## src/inc/bpa_pkg.sv

```systemverilog
package bpa_pkg;

  // ==========================================================================
  // Register addresses in the I/O space
  localparam logic [7:0] ADDR_PIN_DATA = 8'h38;
  localparam logic [7:0] ADDR_XSEL     = 8'h3C;
  localparam logic [7:0] ADDR_ALT_FN   = 8'h3D;
  localparam logic [7:0] ADDR_ODRAIN   = 8'h3E;
  localparam logic [7:0] ADDR_DIR      = 8'h3F;

  // ==========================================================================
  // Field positions and masks
  localparam int         XSEL_LO_LSB   = 0;
  localparam int         XSEL_HI_LSB   = 4;
  localparam logic [7:0] ALT_FN_MASK   = 8'hF3;
  localparam int         ALT_SCLK_D    = 0;
  localparam int         ALT_SCLK_C    = 1;
  localparam int         ALT_PWM_LSB   = 4;

  // ==========================================================================
  // Reset values
  localparam logic [7:0] DIR_RESET     = 8'h00;
  localparam logic [1:0] XSEL_RESET    = 2'h0;
  localparam logic [7:0] REG_CLEAR     = 8'h00;
  localparam logic [7:0] READ_ZERO     = 8'h00;

  // ==========================================================================
  // Transfer clock sources
  typedef enum logic [1:0] {
    XSRC_HALF = 2'h0,
    XSRC_TA1  = 2'h1,
    XSRC_TB1  = 2'h2,
    XSRC_TB2  = 2'h3
  } bpa_xsrc_t;

  // ==========================================================================
  // Timing
  localparam int CLK_PERIOD_NS  = 4;
  localparam int HALF_PERIOD_NS = 2 * CLK_PERIOD_NS;
  localparam int HALF_DIV       = HALF_PERIOD_NS / CLK_PERIOD_NS;

endpackage : bpa_pkg

```

## src/inc/bpa_xfer_if.sv

```systemverilog
`timescale 1ns/10ps
`default_nettype none

interface bpa_xfer_if;
  import bpa_pkg::*;
  bpa_xsrc_t  xsel;
  logic       half_tick;
  logic [2:0] tmr;
  logic       pulse;

  modport ctl (output xsel, output half_tick, output tmr, input pulse);
  modport sel (input xsel, input half_tick, input tmr, output pulse);
endinterface : bpa_xfer_if

`default_nettype wire

```

## src/hdl/bpa_xfer_sel.sv

```systemverilog
`timescale 1ns/10ps
`default_nettype none

module bpa_xfer_sel
  import bpa_pkg::*;
(
  // Clock and reset
  input wire logic mclk,
  input wire logic rst_n,
  // Transfer clock selection
  bpa_xfer_if.sel  xf
);

  // ==========================================================================
  // Timer history for rising edge detection
  // All three are tracked so a change of select never sees a stale history
  logic [2:0] tmr_q;

  always_ff @(posedge mclk) begin
    if (!rst_n) begin
      tmr_q <= 3'h0;
    end else begin
      tmr_q <= xf.tmr;
    end
  end

  // ==========================================================================
  // Selected transfer edge
  always_comb begin
    unique case (xf.xsel)
      XSRC_HALF: xf.pulse = xf.half_tick;
      XSRC_TA1:  xf.pulse = xf.tmr[0] & ~tmr_q[0];
      XSRC_TB1:  xf.pulse = xf.tmr[1] & ~tmr_q[1];
      XSRC_TB2:  xf.pulse = xf.tmr[2] & ~tmr_q[2];
    endcase
  end

endmodule : bpa_xfer_sel

`default_nettype wire

```

## src/hdl/bpa_port.sv

```systemverilog
`timescale 1ns/10ps
`default_nettype none

module bpa_port
  import bpa_pkg::*;
(
  // Clock and reset
  input  wire logic       mclk,
  input  wire logic       rst_n,
  // I/O register access
  input  wire logic [7:0] io_addr,
  input  wire logic       io_wr,
  input  wire logic       io_rd,
  input  wire logic [7:0] io_wdata,
  output var  logic [7:0] io_rdata,
  // Transfer clock timers
  input  wire logic       timer_a1,
  input  wire logic       timer_b1,
  input  wire logic       timer_b2,
  // Alternate peripheral outputs
  input  wire logic       sclk_c,
  input  wire logic       sclk_d,
  input  wire logic       sclk_c_int,
  input  wire logic       sclk_d_int,
  input  wire logic [3:0] pwm,
  // Port pins
  input  wire logic [7:0] pad_in,
  output var  logic [7:0] pad_out,
  output var  logic [7:0] pad_oe,
  // Quadrature decoder inputs
  output var  logic       qd1_i,
  output var  logic       qd1_q,
  output var  logic       qd2_i,
  output var  logic       qd2_q
);

  // ==========================================================================
  // Registers
  logic [7:0] line_direction;
  logic [7:0] open_drain_select;
  logic [7:0] alternate_function_enable;
  logic [7:0] out_buf;
  logic [7:0] out_reg;
  bpa_xsrc_t  xsel_lo;
  bpa_xsrc_t  xsel_hi;
  logic [7:0] pin_s1;
  logic [7:0] pin_s2;
  logic       half_tick;

  function automatic logic wr_hit(input logic [7:0] a);
    return io_wr && (io_addr == a);
  endfunction : wr_hit

  always_ff @(posedge mclk) begin
    if (!rst_n) begin
      line_direction <= DIR_RESET;
    end else if (wr_hit(ADDR_DIR)) begin
      line_direction <= io_wdata;
    end
  end

  // No documented reset value; cleared so the pins start in a known mode
  always_ff @(posedge mclk) begin
    if (!rst_n) begin
      open_drain_select         <= REG_CLEAR;
      alternate_function_enable <= REG_CLEAR;
    end else begin
      if (wr_hit(ADDR_ODRAIN)) begin
        open_drain_select <= io_wdata;
      end
      if (wr_hit(ADDR_ALT_FN)) begin
        alternate_function_enable <= io_wdata;
      end
    end
  end

  always_ff @(posedge mclk) begin
    if (!rst_n) begin
      xsel_lo <= bpa_xsrc_t'(XSEL_RESET);
      xsel_hi <= bpa_xsrc_t'(XSEL_RESET);
    end else if (wr_hit(ADDR_XSEL)) begin
      // Bits 3:2 and 7:6 are never stored
      xsel_lo <= bpa_xsrc_t'(io_wdata[XSEL_LO_LSB +: 2]);
      xsel_hi <= bpa_xsrc_t'(io_wdata[XSEL_HI_LSB +: 2]);
    end
  end

  // ==========================================================================
  // Transfer clocks, one selector per nibble
  bpa_xfer_if xf_lo ();
  bpa_xfer_if xf_hi ();

  always_ff @(posedge mclk) begin
    if (!rst_n) begin
      half_tick <= 1'b0;
    end else begin
      half_tick <= ~half_tick;
    end
  end

  assign xf_lo.xsel      = xsel_lo;
  assign xf_hi.xsel      = xsel_hi;
  assign xf_lo.half_tick = half_tick;
  assign xf_hi.half_tick = half_tick;
  assign xf_lo.tmr       = {timer_b2, timer_b1, timer_a1};
  assign xf_hi.tmr       = {timer_b2, timer_b1, timer_a1};

  bpa_xfer_sel u_xsel_lo (
    .mclk  (mclk),
    .rst_n (rst_n),
    .xf    (xf_lo.sel)
  );

  bpa_xfer_sel u_xsel_hi (
    .mclk  (mclk),
    .rst_n (rst_n),
    .xf    (xf_hi.sel)
  );

  // ==========================================================================
  // Output buffer and output register
  // A write in the same cycle as a transfer edge lands on the next edge
  always_ff @(posedge mclk) begin
    if (!rst_n) begin
      out_buf <= REG_CLEAR;
    end else if (wr_hit(ADDR_PIN_DATA)) begin
      out_buf <= io_wdata;
    end
  end

  always_ff @(posedge mclk) begin
    if (!rst_n) begin
      out_reg <= REG_CLEAR;
    end else begin
      if (xf_lo.pulse) begin
        out_reg[3:0] <= out_buf[3:0];
      end
      if (xf_hi.pulse) begin
        out_reg[7:4] <= out_buf[7:4];
      end
    end
  end

  // ==========================================================================
  // Pin drive
  logic [7:0] alt_out;
  logic [7:0] fn_eff;
  logic [7:0] dir_eff;
  logic [7:0] sel_val;
  logic [7:0] next_pad_out;
  logic [7:0] next_pad_oe;

  always_comb begin
    alt_out                        = 8'h00;
    alt_out[ALT_SCLK_D]            = sclk_d;
    alt_out[ALT_SCLK_C]            = sclk_c;
    alt_out[ALT_PWM_LSB +: 4]      = pwm;
    fn_eff                         = alternate_function_enable & ALT_FN_MASK;
    sel_val                        = (fn_eff & alt_out) | (~fn_eff & out_reg);
    dir_eff                        = line_direction;
    dir_eff[ALT_SCLK_D]            = line_direction[ALT_SCLK_D] | sclk_d_int;
    dir_eff[ALT_SCLK_C]            = line_direction[ALT_SCLK_C] | sclk_c_int;
    // Open drain only pulls low; a one is left to the pull-up
    next_pad_out = sel_val & ~open_drain_select;
    next_pad_oe  = dir_eff & (~open_drain_select | ~sel_val);
  end

  always_ff @(posedge mclk) begin
    if (!rst_n) begin
      pad_out <= REG_CLEAR;
      pad_oe  <= REG_CLEAR;
    end else begin
      pad_out <= next_pad_out;
      pad_oe  <= next_pad_oe;
    end
  end

  // ==========================================================================
  // Pin sampling and readback
  always_ff @(posedge mclk) begin
    if (!rst_n) begin
      pin_s1 <= REG_CLEAR;
      pin_s2 <= REG_CLEAR;
    end else begin
      pin_s1 <= pad_in;
      pin_s2 <= pin_s1;
    end
  end

  // Pin state is two cycles old when read; the price of a safe sample
  always_ff @(posedge mclk) begin
    if (!rst_n) begin
      io_rdata <= READ_ZERO;
    end else if (io_rd && (io_addr == ADDR_PIN_DATA)) begin
      io_rdata <= pin_s2;
    end else begin
      io_rdata <= READ_ZERO;
    end
  end

  assign qd1_q = pin_s2[0];
  assign qd1_i = pin_s2[1];
  assign qd2_q = pin_s2[2];
  assign qd2_i = pin_s2[3];

  // ==========================================================================
  // Assertions
  dir_reset_a: assert property (@(posedge mclk)
    $rose(rst_n) |-> (line_direction == DIR_RESET) && (pad_oe == REG_CLEAR))
    else $error("direction not cleared by reset");

  dir_input_a: assert property (@(posedge mclk) disable iff (!rst_n)
    (line_direction[5] == 1'b0) |=> !pad_oe[5])
    else $error("input line is driven");

  dir_output_a: assert property (@(posedge mclk) disable iff (!rst_n)
    (line_direction[6] && !open_drain_select[6]) |=> pad_oe[6])
    else $error("push-pull output not driven");

  od_low_a: assert property (@(posedge mclk) disable iff (!rst_n)
    1'b1 |=> ((pad_out & $past(open_drain_select)) == 8'h00))
    else $error("open drain line drives high");

  pwm_route_a: assert property (@(posedge mclk) disable iff (!rst_n)
    (alternate_function_enable[4] && !open_drain_select[4])
      |=> (pad_out[4] == $past(pwm[0])))
    else $error("pwm not routed to bit 4");

  fn_ignore_a: assert property (@(posedge mclk) disable iff (!rst_n)
    (!open_drain_select[2]) |=> (pad_out[2] == $past(out_reg[2])))
    else $error("bit 2 does not carry port data");

  force_out_a: assert property (@(posedge mclk) disable iff (!rst_n)
    (sclk_d_int && !open_drain_select[0]) |=> pad_oe[0])
    else $error("serial clock pin not forced out");

  xsel_mask_a: assert property (@(posedge mclk) disable iff (!rst_n)
    wr_hit(ADDR_XSEL) |=> (xsel_hi == $past(io_wdata[5:4]))
      && (xsel_lo == $past(io_wdata[1:0])))
    else $error("transfer select not stored");

  xfer_half_a: assert property (@(posedge mclk) disable iff (!rst_n)
    (wr_hit(ADDR_PIN_DATA) && xsel_lo == XSRC_HALF && xsel_hi == XSRC_HALF)
      ##1 !io_wr [*2] |-> ##[0:1] (out_reg == $past(out_buf)))
    else $error("half clock transfer missed");

  xfer_hold_a: assert property (@(posedge mclk) disable iff (!rst_n)
    (xsel_hi == XSRC_TB2 && !(timer_b2 && !$past(timer_b2)))
      |=> $stable(out_reg[7:4]))
    else $error("upper nibble moved without timer edge");

  xsel_reset_a: assert property (@(posedge mclk)
    $rose(rst_n) |-> (xsel_lo == XSRC_HALF) && (xsel_hi == XSRC_HALF))
    else $error("transfer select not cleared by reset");

  xfer_lo_hold_a: assert property (@(posedge mclk) disable iff (!rst_n)
    (xsel_lo == XSRC_TA1 && !(timer_a1 && !$past(timer_a1)))
      |=> $stable(out_reg[3:0]))
    else $error("lower nibble moved without timer edge");

  xfer_tb1_a: assert property (@(posedge mclk) disable iff (!rst_n)
    (xsel_hi == XSRC_TB1 && timer_b1 && !$past(timer_b1))
      |=> (out_reg[7:4] == $past(out_buf[7:4])))
    else $error("upper nibble missed timer edge");

  read_pins_a: assert property (@(posedge mclk) disable iff (!rst_n)
    (io_rd && io_addr == ADDR_PIN_DATA) |=> (io_rdata == $past(pin_s2)))
    else $error("read does not return pin state");

  read_wo_a: assert property (@(posedge mclk) disable iff (!rst_n)
    (io_rd && io_addr == ADDR_DIR) |=> (io_rdata == READ_ZERO))
    else $error("write-only register readable");

  quad_in_a: assert property (@(posedge mclk) disable iff (!rst_n)
    1'b1 |=> ##1 (qd1_i == $past(pad_in[1], 2)) && (qd2_q == $past(pad_in[2], 2)))
    else $error("decoder input not from pin");

  tb1_cov_c: cover property (@(posedge mclk) disable iff (!rst_n)
    xsel_lo == XSRC_TB1 && xf_lo.pulse);

  od_cov_c: cover property (@(posedge mclk) disable iff (!rst_n)
    line_direction[0] && open_drain_select[0] && !pad_oe[0]);

  sclk_cov_c: cover property (@(posedge mclk) disable iff (!rst_n)
    sclk_c_int && alternate_function_enable[1]);

endmodule : bpa_port

`default_nettype wire

```

## config.mk

```make
export PLATFORM = sky130hd
export DESIGN_NAME = bpa_port
export DESIGN_NICKNAME = d
export VERILOG_FILES = /design/src/inc/bpa_pkg.sv /design/src/inc/bpa_xfer_if.sv /design/src/hdl/bpa_xfer_sel.sv /design/src/hdl/bpa_port.sv
export SDC_FILE = /design/constraint.sdc
export NUM_CORES = 1
export LEC_CHECK = 0
export ABC_CLOCK_PERIOD_IN_PS = 2000
export BUFFER_PORTS_ARGS = -buffer_cell sky130_fd_sc_hd__buf_2
export CORE_UTILIZATION = 52
export CTS_CLUSTER_SIZE = 25
export DETAILED_ROUTE_END_ITERATION = 6
export GPL_ROUTABILITY_DRIVEN = 0
export MAX_ROUTING_LAYER = met4
export PLACE_DENSITY_LB_ADDON = 0.08
export SETUP_SLACK_MARGIN = 0.15
export SLEW_MARGIN = 25
export SYNTH_ARGS = -nofsm -noshare
export SYNTH_HDL_FRONTEND = slang
export SYNTH_SLANG_ARGS = --single-unit
```

## constraint.sdc

```tcl
create_clock -name mclk -period 2 [get_ports mclk]
set_clock_uncertainty 0.15 [all_clocks]
set_input_delay 0.5 -clock mclk [delete_from_list [all_inputs] [get_ports mclk]]
set_output_delay 0.5 -clock mclk [all_outputs]
set_load 0.02 [all_outputs]
```

======== After elaboration in Yosys (flattened, before gate mapping) ========
Cells that the tools add are included.
word-level totals
  bits in registers ....................... 88
  bits of input ports ..................... 39
  output and inout bits ................... 28
cells by class
  equality and inequality tests ........... 11
  muxes and demuxes ....................... 2
  bitwise gates (word level) .............. 18
  reduce and logical (&&, ||, !) cells .... 9
operators by type and width
  kind                                            number
  == test 8 x 6 -> 1 bit (second input constant)  5
  bitwise AND 8 bit                               4
  inverter 8 bit                                  3
  OR 8 bit                                        2
  == test 2 bit (second input constant)           4
  one-hot mux 1 bit (4 select lines)              2
  logical AND 1 bit                               6
  == test 2 x 1 -> 1 bit (second input constant)  2
  zero test 2 bit                                 2
  inverter 1 bit                                  4
  bitwise AND 1 bit                               3
  OR 1 bit                                        2
  AND reduction 2 bit                             1

======== Depth between registers and ports, before layout ========
Gate-level depths: netlist of run 1.
  depth in word-level cells ............... 6
  depth in mapped cells ................... 4

======== Modules after synthesis ========
A second synthesis of run 1 with hierarchy kept.
unflattened totals
  cells, all modules ...................... 274
  area total of the unflattened synthesis .. 3093.0 um^2
by module, submodules not included
  module        times used  cells each  area each (um^2)
  bpa_port      1           254         2852.7
  bpa_xfer_sel  2           10          120.1

======== Least setup slack after synthesis of run 1 ========
No wires, ideal clock.
  kind .................................... input to register
  from .................................... in io_addr[7]
  to ...................................... reg out_buf[0]
  library setup time ...................... 0.124 ns
  data arrival time ....................... 1.593 ns
  required time ........................... 1.726 ns
  setup slack ............................. 0.134 ns
  cell stages on the path ................. 4
  cells stage by stage .................... or2_2 -> or4_1 -> buf_2 -> mux2i_1
between the ends
  longest elaborated chain between the ends .. 2
RTL lines
  what                    RTL line         text
  start: declaration      bpa_port.sv:11   input wire logic [7:0] io_addr,
  == test 8 x 6 -> 1 bit  bpa_port.sv:51   return io_wr && (io_addr == a);
  logical AND 1 bit       bpa_port.sv:51
  end signal: assignment  bpa_port.sv:127  out_buf <= io_wdata;
  end: declaration        bpa_port.sv:42   logic [7:0] out_buf;
No other way between the ends.
A chain may end at the register's enable or synchronous reset.

======== Worst setup path after layout of run 1 ========
  from .................................... in io_addr[7]
  to ...................................... reg out_buf[5]
Same word-level chain as after synthesis.

==> results of run 1 <==
[where the power goes]
part | switching (uW) | leakage (uW) | internal, uW
Combinational | 75.7 | 0.000865 | 71.0
Clock | 561 | 0.0000994 | 696
Sequential | 5.48 | 0.000698 | 1730
[routing by layer]
layer	vias up	share of wire, %
met2	53	45
met3	9	3.9
met1	896	49
met4	0	1.8
li1	1047	-
met5	-	0
[final cells by class]
cell class	instances	area (um^2)
repair buffers	80	448
clock inverters	4	72.6
clock buffers	11	131
well taps	72	90.1
flip-flops and latches	86	1720
fillers	479	1830
multi-input cells	165	1160
inverters	4	15.0
[synthesized netlist by cell type, types with 4 or more instances]
cell / instances / share of area [%]
inv_1: 4 / 0.51
mux2i_1: 48 / 16
nor2b_1: 8 / 1.7
clkbuf_1: 11 / 1.4
and2_1: 27 / 5.7
dfxtp_1: 86 / 59
nor2_1: 4 / 0.51
nor3b_1: 6 / 1.5
nand2_1: 51 / 6.5
[placed cells by master, fill, tap and decap left out, drive strengths merged]
| master | count |
|---|---|
| and3 | 1 |
| or4 | 2 |
| buf | 80 |
| nor4bb | 1 |
| nand4 | 1 |
| or3 | 1 |
| mux4 | 2 |
| dfxtp | 86 |
| and4 | 1 |
| or2 | 1 |
| clkinvlp | 1 |
| clkbuf | 11 |
| nand4bb | 1 |
| nor2 | 4 |
| o221a | 2 |
| nor2b | 8 |
| and3b | 2 |
| and2 | 27 |
| nand3 | 2 |
| a21oi | 2 |
| clkinv | 1 |
| inv | 4 |
| nand2 | 51 |
| nor4 | 2 |
| mux2i | 48 |
| bufinv | 2 |
| nor3b | 6 |
[metrics by stage]
stage / std cells / util [%] / instance area (um^2)
after CTS: 422 / 66.5 / 3640
final: 422 / 66.5 / 3640
after floorplan: 267 / - / 2950
after detailed placement: 407 / 62.8 / 3430
after global placement: 407 / 62.8 / 3430
after global routing: 422 / 66.5 / 3640
[worst max-delay path, delay by kind of cell]
family | cells | cell delay [ps]
muxes | 1 | 130
buffers and inverters | 2 | 310
and+or+nand+nor | 2 | 800
[cell families after synthesis]
| family | after synthesis |
|---|---|
| compound gates | 4 |
| mux | 50 |
| buf+inv | 16 |
| simple gates | 111 |
| flops | 86 |
[worst max-delay path by stage]
stage | startpoint | to | slack (ps) | cells after the start
after CTS | io_addr[7] | out_buf[5] | 340 | 5
after global routing | io_addr[0] | out_buf[5] | 300 | 5
after global placement | io_addr[7] | out_buf[0] | -0.9 | 5
final | io_addr[7] | out_buf[5] | 330 | 5
after floorplan | io_addr[7] | out_buf[0] | 150 | 4
after detailed placement | io_addr[7] | out_buf[5] | -30 | 5
==> flow_summary_export.csv, run 1 <==
group,metric,value,unit
setup_path,arrival,1740,ps
pwr,leakage,0.00166,uW
place,preCtsSetupSlack,-27.9,ps
timing,rsz0062_at_grt,"no",
global_routing,grt_pass1_wl,8.94,mm
clocking,cts_setup_buffers,0,
routing,drc_errors,0,
die,die_area,5960,um^2
clocking,insertion_delay,340,ps
yosys,syn_avg_cell_area,11.0,um^2
routing,drt-pass1-iter-count,4,
finish,drive_above_1_share,28.6,%
yosys,seq_area_frac_synth,58.5,%
yosys,synth-adder-area-share,0,%
setup_path,critPathKind,"in2reg",
place,port_buffers,66,
clocking,ctsHoldBuffers,0,
finish,nNetsFinal,385,
global_routing,antenna_found_initial,0,
routing,dr_total_vias,2005,
routing,wl_per_cell,12.1,um
yosys,ys_seq_elements,86,
die,start_util,53.8,%
min_path,whs_endpoint,"pin_s1[5]",
clocking,cts.clk_slew.worst_paths,80,ps
setup_path,cp_cell_sequence,"buf_2 -> or2_2 -> or4_1 -> buf_4 -> mux2i_1",
setup_path,r2r_cells,2,
setup_path,ff2ff_setup_slack,620,ps
timing,fin_hold_ws,212,ps
global_routing,grtUsageMet3,4.40,%
setup_path,r2r_end,"out_reg[5]",
timing,setup_viol,0,
timing,tightestPinTransition,366,ps
die,die_h,77.2,um
clocking,cts_tree,"done",
min_path,hold_depth,2,
pwr,ir_drop,521,uV
timing,fmax,0.599,GHz
run_status,outcome,"completed",
yosys,synth_xor_area_share,0,%
die,core-area,5470,um^2
setup_path,critPathMaxStageDelay,500,ps
die,die_w,77.2,um
global_routing,overflow,0,
die,io_pins,67,
global_routing,top_usage_layer,"met2",
yosys,synth_top_family_by_area,"simple AND/OR/NAND/NOR gates",
setup_path,cp.required,2070,ps
timing,layout_min_cycle_time,1670,ps
timing,max-slew-margin-rel,75.3,%
timing,final.setup.tns,0,ps
routing,drtAntennaViolNets,0,
timing,hold_viol_final,0,
yosys,netlist_area,2940,um^2
clocking,cts_made_buffers,9,
routing,drtIter0Drc,89,
place,dp_hpwl,3.54,mm
global_routing,grt_start_max_net_pins,65,
global_routing,grt_use_met1,25.7,%
clocking,h-tree-depth,3,
global_routing,grt_pass1_vias,1935,
yosys,muxShareOfSynthArea,17.9,%
clocking,cts_root_buf,"clkbuf_8",
yosys,yosysUniqueCellTypes,25,
setup_path,slowest_stage,"or4_1",
setup_path,startpoint_type,"input pin",
finish,area_growth,23.6,%
min_path,hp-start,"pad_in[5]",
finish,diodes,0,
global_routing,use_met2,29.7,%
global_routing,grt_usage,20.1,%
yosys,synth_cells,267,
setup_path,timing.rr.start,"xf_hi.xsel[0]",
clocking,clock-sinks,86,
flow_run,drv_cap,0,
die,rows,27,
yosys,synth_compound_area_share,1.11,%
yosys,syn-num-nets,306,
clocking,ctsLongestPathBuffers,2,
timing,slew_viol_final,0,
yosys,synth-edff-count,0,
yosys,synth_warnings,0,
yosys,async_flop_share,0,%
pwr,power_density,863,nW/um^2
setup_path,critPathCaptureType,"flop",
timing,setup_ws,330,ps
clocking,cts_resized,0,
yosys,synth_simple_gate_area_share,20.5,%
min_path,hp-class,"in2reg",
pwr,p_total,3140,uW
setup_path,cp_max_fo,8,
routing,vias_per_cell,4.75,
timing,min_period_over_period,83.5,%
yosys,synthFlopType,"dfxtp_1",
routing,wl,5.10,mm
Power figures use the tool's default switching activity.
==> run 2: changes to the inputs <==
--- a/config.mk
+++ b/config.mk
@@ -5,9 +5,9 @@
 export SDC_FILE = /design/constraint.sdc
 export NUM_CORES = 1
 export LEC_CHECK = 0
-export ABC_CLOCK_PERIOD_IN_PS = 2000
+export ABC_CLOCK_PERIOD_IN_PS = 1400
 export BUFFER_PORTS_ARGS = -buffer_cell sky130_fd_sc_hd__buf_2
-export CORE_UTILIZATION = 52
+export CORE_UTILIZATION = 47
 export CTS_CLUSTER_SIZE = 25
 export DETAILED_ROUTE_END_ITERATION = 6
 export GPL_ROUTABILITY_DRIVEN = 0
==> constraint.sdc (replaced) <==
create_clock -name mclk -period 1.4 [get_ports mclk]
set_clock_uncertainty 0.15 [all_clocks]
set_input_delay 0.35 -clock mclk [delete_from_list [all_inputs] [get_ports mclk]]
set_output_delay 0.35 -clock mclk [all_outputs]
set_load 0.02 [all_outputs]
==> flow_summary_export.csv, run 2 (synthesized netlist as in run 1, its figures left out) <==
group,metric,value,unit
finish,layout_commonest_cell,"dfxtp_1",
timing,tightestPinTransition,264,ps
run_status,violations,"setup timing",
routing,drt-pass1-iter-count,4,
timing,min_period_over_period,103,%
timing,fmax,0.695,GHz
die,die_area,6580,um^2
finish,final_cells,431,
timing,setup_viol,8,
finish,area_growth,40.0,%
routing,wl_per_cell,12.5,um
timing,fin_hold_ws,57.4,ps
clocking,clock-sinks,86,
finish,final_core_util,68.8,%
clocking,cts_root_buf,"clkbuf_8",
clocking,cts_made_buffers,9,
timing,hold_viol_final,0,
pwr,ir_drop,689,uV
flow_run,drv_cap,0,
clocking,cts_tree,"done",
pwr,power_frac_seq,51.3,%
pwr,pwr-share-comb,5.7,%
setup_path,critPathKind,"in2reg",
setup_path,cp.required,1480,ps
routing,wl,5.40,mm
setup_path,path_delay_family,"simple AND/OR/NAND/NOR gates",
pwr,power_density,1180,nW/um^2
pwr,clock_power_share,43.0,%
pwr,net-switching-power,986,uW
setup_path,slowest_stage,"or4_4",
finish,diodes,0,
routing,dr_total_vias,2042,
setup_path,critPathCaptureType,"flop",
place,dp_hpwl,3.56,mm
finish,multiInputGateArea,1240,um^2
finish,layout_common_cells,"dfxtp_1, nand2_1, mux2i_1, buf_6, buf_2",
finish,ff_latch_area,1760,um^2
setup_path,ff2ff_setup_slack,30,ps
finish,fillCellCount,471,
finish,post-route-cell-area,4120,um^2
clocking,h-tree-depth,3,
pwr,p_int,3870,uW
timing,rsz0062_at_grt,"yes",
place,placedInstanceArea,3560,um^2
die,start_util,49.1,%
min_path,hp-class,"in2reg",
die,core-area,5990,um^2
place,port_buffers,66,
setup_path,critPathMaxStageDelay,540,ps
routing,vias_per_cell,4.74,
setup_path,crit_buf_inv,1,
setup_path,arrival,1510,ps
die,io_pins,67,
pwr,p_sw_share,20.3,%
timing,setup_ws,-38.3,ps
run_status,outcome,"finished with violations",
global_routing,overflow,0,
finish,nNetsFinal,390,
routing,drtIter0Drc,81,
place,placed_cells,414,
timing,max-slew-margin-rel,82.2,%
global_routing,antenna_found_initial,0,
clocking,cts.clk_slew.worst_paths,80,ps
timing,layout_min_cycle_time,1440,ps
clocking,insertion_delay,340,ps
global_routing,grt_pass1_wl,9.14,mm
die,rows,28,
timing,slew_viol_final,0,
routing,drc_errors,0,
pwr,leakage,0.00181,uW
die,die_w,81.1,um
global_routing,grt_usage,19.3,%
setup_path,cp_cell_sequence,"buf_6 -> or3_4 -> or4_4 -> mux2i_1",
setup_path,cp_max_fo,8,
global_routing,grt_start_max_net_pins,34,
setup_path,startpoint_type,"input pin",
routing,drtAntennaViolNets,0,
clocking,ctsHoldBuffers,0,
global_routing,grt_pass1_vias,1992,
die,die_h,81.1,um
clocking,ctsLongestPathBuffers,2,
finish,drive_above_1_share,42.4,%
## run 2: cell types whose count changed in the layout (fill, tap and decap cells not counted), moves of 3 or more
| cell | previous run | this run |
|---|---|---|
| buf_4 | 13 | 8 |
| dfxtp_1 | 86 | 54 |
| buf_12 | 1 | 4 |
| and2_4 | 0 | 4 |
| buf_6 | 0 | 39 |
| buf_2 | 66 | 33 |
| dfxtp_2 | 0 | 32 |
| and2_1 | 27 | 23 |
## run 2: timing repair
action / in CTS / in global routing
pin swaps: 11 / 1
buffers inserted: 0 / 1
setup endpoints to repair: 76 / 78
resized for setup: 97 / 11
## run 2: worst paths after layout
check                            start          to  cells after the start
hold reg to reg   open_drain_select[4]  pad_out[4]                      1
setup / recovery            io_addr[0]  out_buf[1]                      4
setup reg to reg    u_xsel_lo.tmr_q[2]  out_reg[1]                      3
hold / removal               pad_in[2]   pin_s1[2]                      2
## run 2: layout make-up
type / count / area share, %
Clock inverter: 5 / 2.58
Sequential cell: 86 / 42.8
Multi-Input combinational cell: 165 / 30.2
Timing Repair Buffer: 85 / 18.4
Clock buffer: 11 / 3.43
Tap cell: 75 / 2.28
Inverter: 4 / 0.364
## run 2: layer usage
| layer | up-vias | routed length, um | track usage, % |
|---|---|---|---|
| met5 | - | 0 | - |
| met4 | 0 | 85 | 9.11 |
| met3 | 8 | 171 | 4.49 |
| met2 | 40 | 2530 | 29.7 |
| met1 | 941 | 2610 | 23.9 |
| li1 | 1053 | - | - |
## run 2: power groups by stage
stage	Sequential, uW	Clock, uW	Combinational [uW]
final	2490	2090	276
after detailed placement	2540	0	247
after floorplan	2550	0	112
after CTS	2490	2140	270
after global routing	2490	2250	301
after global placement	2540	0	246
## run 2: stage by stage
step           total power [uW]  setup WS [ps]  TNS (ps)
2_1_floorplan              2660           -266     -5200
3_3_place_gp               2790           -399    -13580
3_5_place_dp               2790           -411    -14350
4_1_cts                    4900          -23.4      -119
5_1_grt                    5040          -46.6      -303
6_report                   4850          -38.3      -243
==> run 3: changes to the inputs <==
--- a/config.mk
+++ b/config.mk
@@ -5,14 +5,14 @@
 export SDC_FILE = /design/constraint.sdc
 export NUM_CORES = 1
 export LEC_CHECK = 0
-export ABC_CLOCK_PERIOD_IN_PS = 1400
+export ABC_CLOCK_PERIOD_IN_PS = 1600
 export BUFFER_PORTS_ARGS = -buffer_cell sky130_fd_sc_hd__buf_2
-export CORE_UTILIZATION = 47
+export CORE_UTILIZATION = 52
 export CTS_CLUSTER_SIZE = 25
 export DETAILED_ROUTE_END_ITERATION = 6
 export GPL_ROUTABILITY_DRIVEN = 0
 export MAX_ROUTING_LAYER = met4
-export PLACE_DENSITY_LB_ADDON = 0.08
+export PLACE_DENSITY = 0.77
 export SETUP_SLACK_MARGIN = 0.15
 export SLEW_MARGIN = 25
 export SYNTH_ARGS = -nofsm -noshare
==> constraint.sdc (replaced) <==
create_clock -name mclk -period 1.6 [get_ports mclk]
set_clock_uncertainty 0.15 [all_clocks]
set_input_delay 0.4 -clock mclk [delete_from_list [all_inputs] [get_ports mclk]]
set_output_delay 0.4 -clock mclk [all_outputs]
set_load 0.02 [all_outputs]
==> flow_summary_export.csv, run 3 (synthesized netlist as in run 1, its figures left out) <==
group,metric,value,unit
timing,layout_min_cycle_time,1480,ps
finish,drive_above_1_share,31.9,%
timing,slew_viol_final,0,
global_routing,grt_pass1_vias,2020,
clocking,clock-sinks,86,
pwr,p_total,4260,uW
timing,tightestPinTransition,279,ps
clocking,insertion_delay,350,ps
die,die_h,77.2,um
finish,diodes,0,
setup_path,cp.required,1680,ps
die,rows,27,
pwr,p_sw_share,21.5,%
global_routing,antenna_found_initial,0,
timing,max-slew-margin-rel,81.3,%
die,die_w,77.2,um
setup_path,startpoint_type,"input pin",
die,die_area,5960,um^2
global_routing,grtUsageMet3,5.24,%
global_routing,grt_usage,20.8,%
setup_path,slowest_stage,"or4_4",
global_routing,grt_pass1_wl,9.18,mm
finish,layout_commonest_cell,"dfxtp_1",
timing,fmax,0.677,GHz
pwr,clock_power_share,43.8,%
die,start_util,53.8,%
timing,hold_viol_final,0,
timing,rsz0062_at_grt,"yes",
finish,ff_latch_area,1720,um^2
flow_run,drv_cap,0,
finish,fillCellCount,427,
setup_path,crit_buf_inv,1,
pwr,net-switching-power,916,uW
clocking,ctsHoldBuffers,0,
pwr,ir_drop,772,uV
pwr,p_int,3340,uW
setup_path,critPathKind,"in2reg",
setup_path,arrival,1560,ps
routing,wl_per_cell,13.0,um
finish,multiInputGateArea,1210,um^2
routing,dr_total_vias,2066,
timing,fin_hold_ws,94.6,ps
clocking,ctsLongestPathBuffers,2,
routing,drc_errors,0,
die,io_pins,67,
place,port_buffers,66,
setup_path,cp_max_fo,8,
run_status,outcome,"completed",
min_path,hp-start,"pad_in[1]",
setup_path,critPathCaptureType,"flop",
setup_path,cp_cell_sequence,"buf_6 -> or3_4 -> or4_4 -> mux2i_1",
routing,drtAntennaViolNets,0,
clocking,cts_tree,"done",
place,dp_hpwl,3.82,mm
setup_path,path_delay_family,"simple AND/OR/NAND/NOR gates",
setup_path,critPathMaxStageDelay,530,ps
pwr,pwr-share-comb,5.1,%
clocking,cts_root_buf,"clkbuf_8",
setup_path,crit_start,"io_addr[0]",
pwr,power_density,1120,nW/um^2
finish,area_growth,29.6,%
routing,vias_per_cell,4.85,
finish,nNetsFinal,388,
pwr,power_frac_seq,51.1,%
finish,layout_common_cells,"dfxtp_1, buf_2, nand2_1, mux2i_1, and2_1",
global_routing,overflow,0,
setup_path,timing.rr.start,"xf_lo.xsel[0]",
routing,drtIter0Drc,97,
clocking,h-tree-depth,3,
global_routing,grt_use_met1,23.4,%
pwr,leakage,0.00174,uW
timing,setup_viol,0,
global_routing,top_usage_layer,"met2",
clocking,cts.clk_slew.worst_paths,90,ps
global_routing,use_met2,33.4,%
clocking,cts_made_buffers,9,
routing,drt-pass1-iter-count,4,
global_routing,grt_start_max_net_pins,50,
routing,wl,5.54,mm
min_path,hp-class,"in2reg",
die,core-area,5470,um^2
timing,min_period_over_period,92.3,%
## run 3: cell count changes in the layout (fill, tap and decap cells not counted), moves of 4 or more
cell,previous run,this run
dfxtp_2,32,1
and2_4,4,0
buf_2,33,63
buf_6,39,6
dfxtp_1,54,85
and2_1,23,27
## run 3: power by group through the flow
stage | clock [uW] | combinational (uW) | sequential [uW]
after CTS | 1890 | 212 | 2180
after detailed placement | 0 | 210 | 2230
final | 1870 | 216 | 2170
after floorplan | 0 | 94.0 | 2230
after global routing | 1990 | 235 | 2180
after global placement | 0 | 206 | 2220
## run 3: area by class of cell
class / count / share of cell area, %
Inverter: 4 / 0.394
Sequential cell: 86 / 45.2
Clock inverter: 7 / 3.35
Multi-Input combinational cell: 165 / 31.7
Timing Repair Buffer: 83 / 13.8
Clock buffer: 9 / 3.25
Tap cell: 72 / 2.36
## run 3: worst register-to-register path, cell delays in order (launching register included)
cell and delay (ps):
dfxtp_1 370, mux4_2 600, mux2i_1 150
## run 3: per-stage QoR
step / instance area, um^2 / setup TNS, ps / worst slack (ps) / std cells / utilization, %
final: 3810 / 0 / 124 / 426 / 69.7
after global routing: 3810 / 0 / 110 / 426 / 69.7
after CTS: 3780 / 0 / 131 / 426 / 69.1
after detailed placement: 3520 / -7150 / -268 / 410 / 64.4
after global placement: 3520 / -5770 / -231 / 410 / 64.4
after floorplan: 3010 / -1050 / -116 / 267 / -
## run 3: layer usage
layer | wire length [um] | up-vias
met2 | 2700 | 48
met1 | 2530 | 950
met4 | 98 | 0
met3 | 205 | 10
met5 | 0 | -
li1 | - | 1058
## run 3: final timing paths
path | endpoint | cells after the start | slack [ps]
worst min-delay path | pin_s1[1] | 2 | 90
worst max register to register | out_reg[1] | 2 | 220
worst min register to register | io_rdata[4] | 1 | 280
worst max-delay path | out_buf[4] | 4 | 120
## run 3: timing repair
item	CTS	global route
resized for setup	1	8
endpoints found under the setup margin	8	18
buffers inserted	0	0
pin swaps	0	3
cloned	0	0
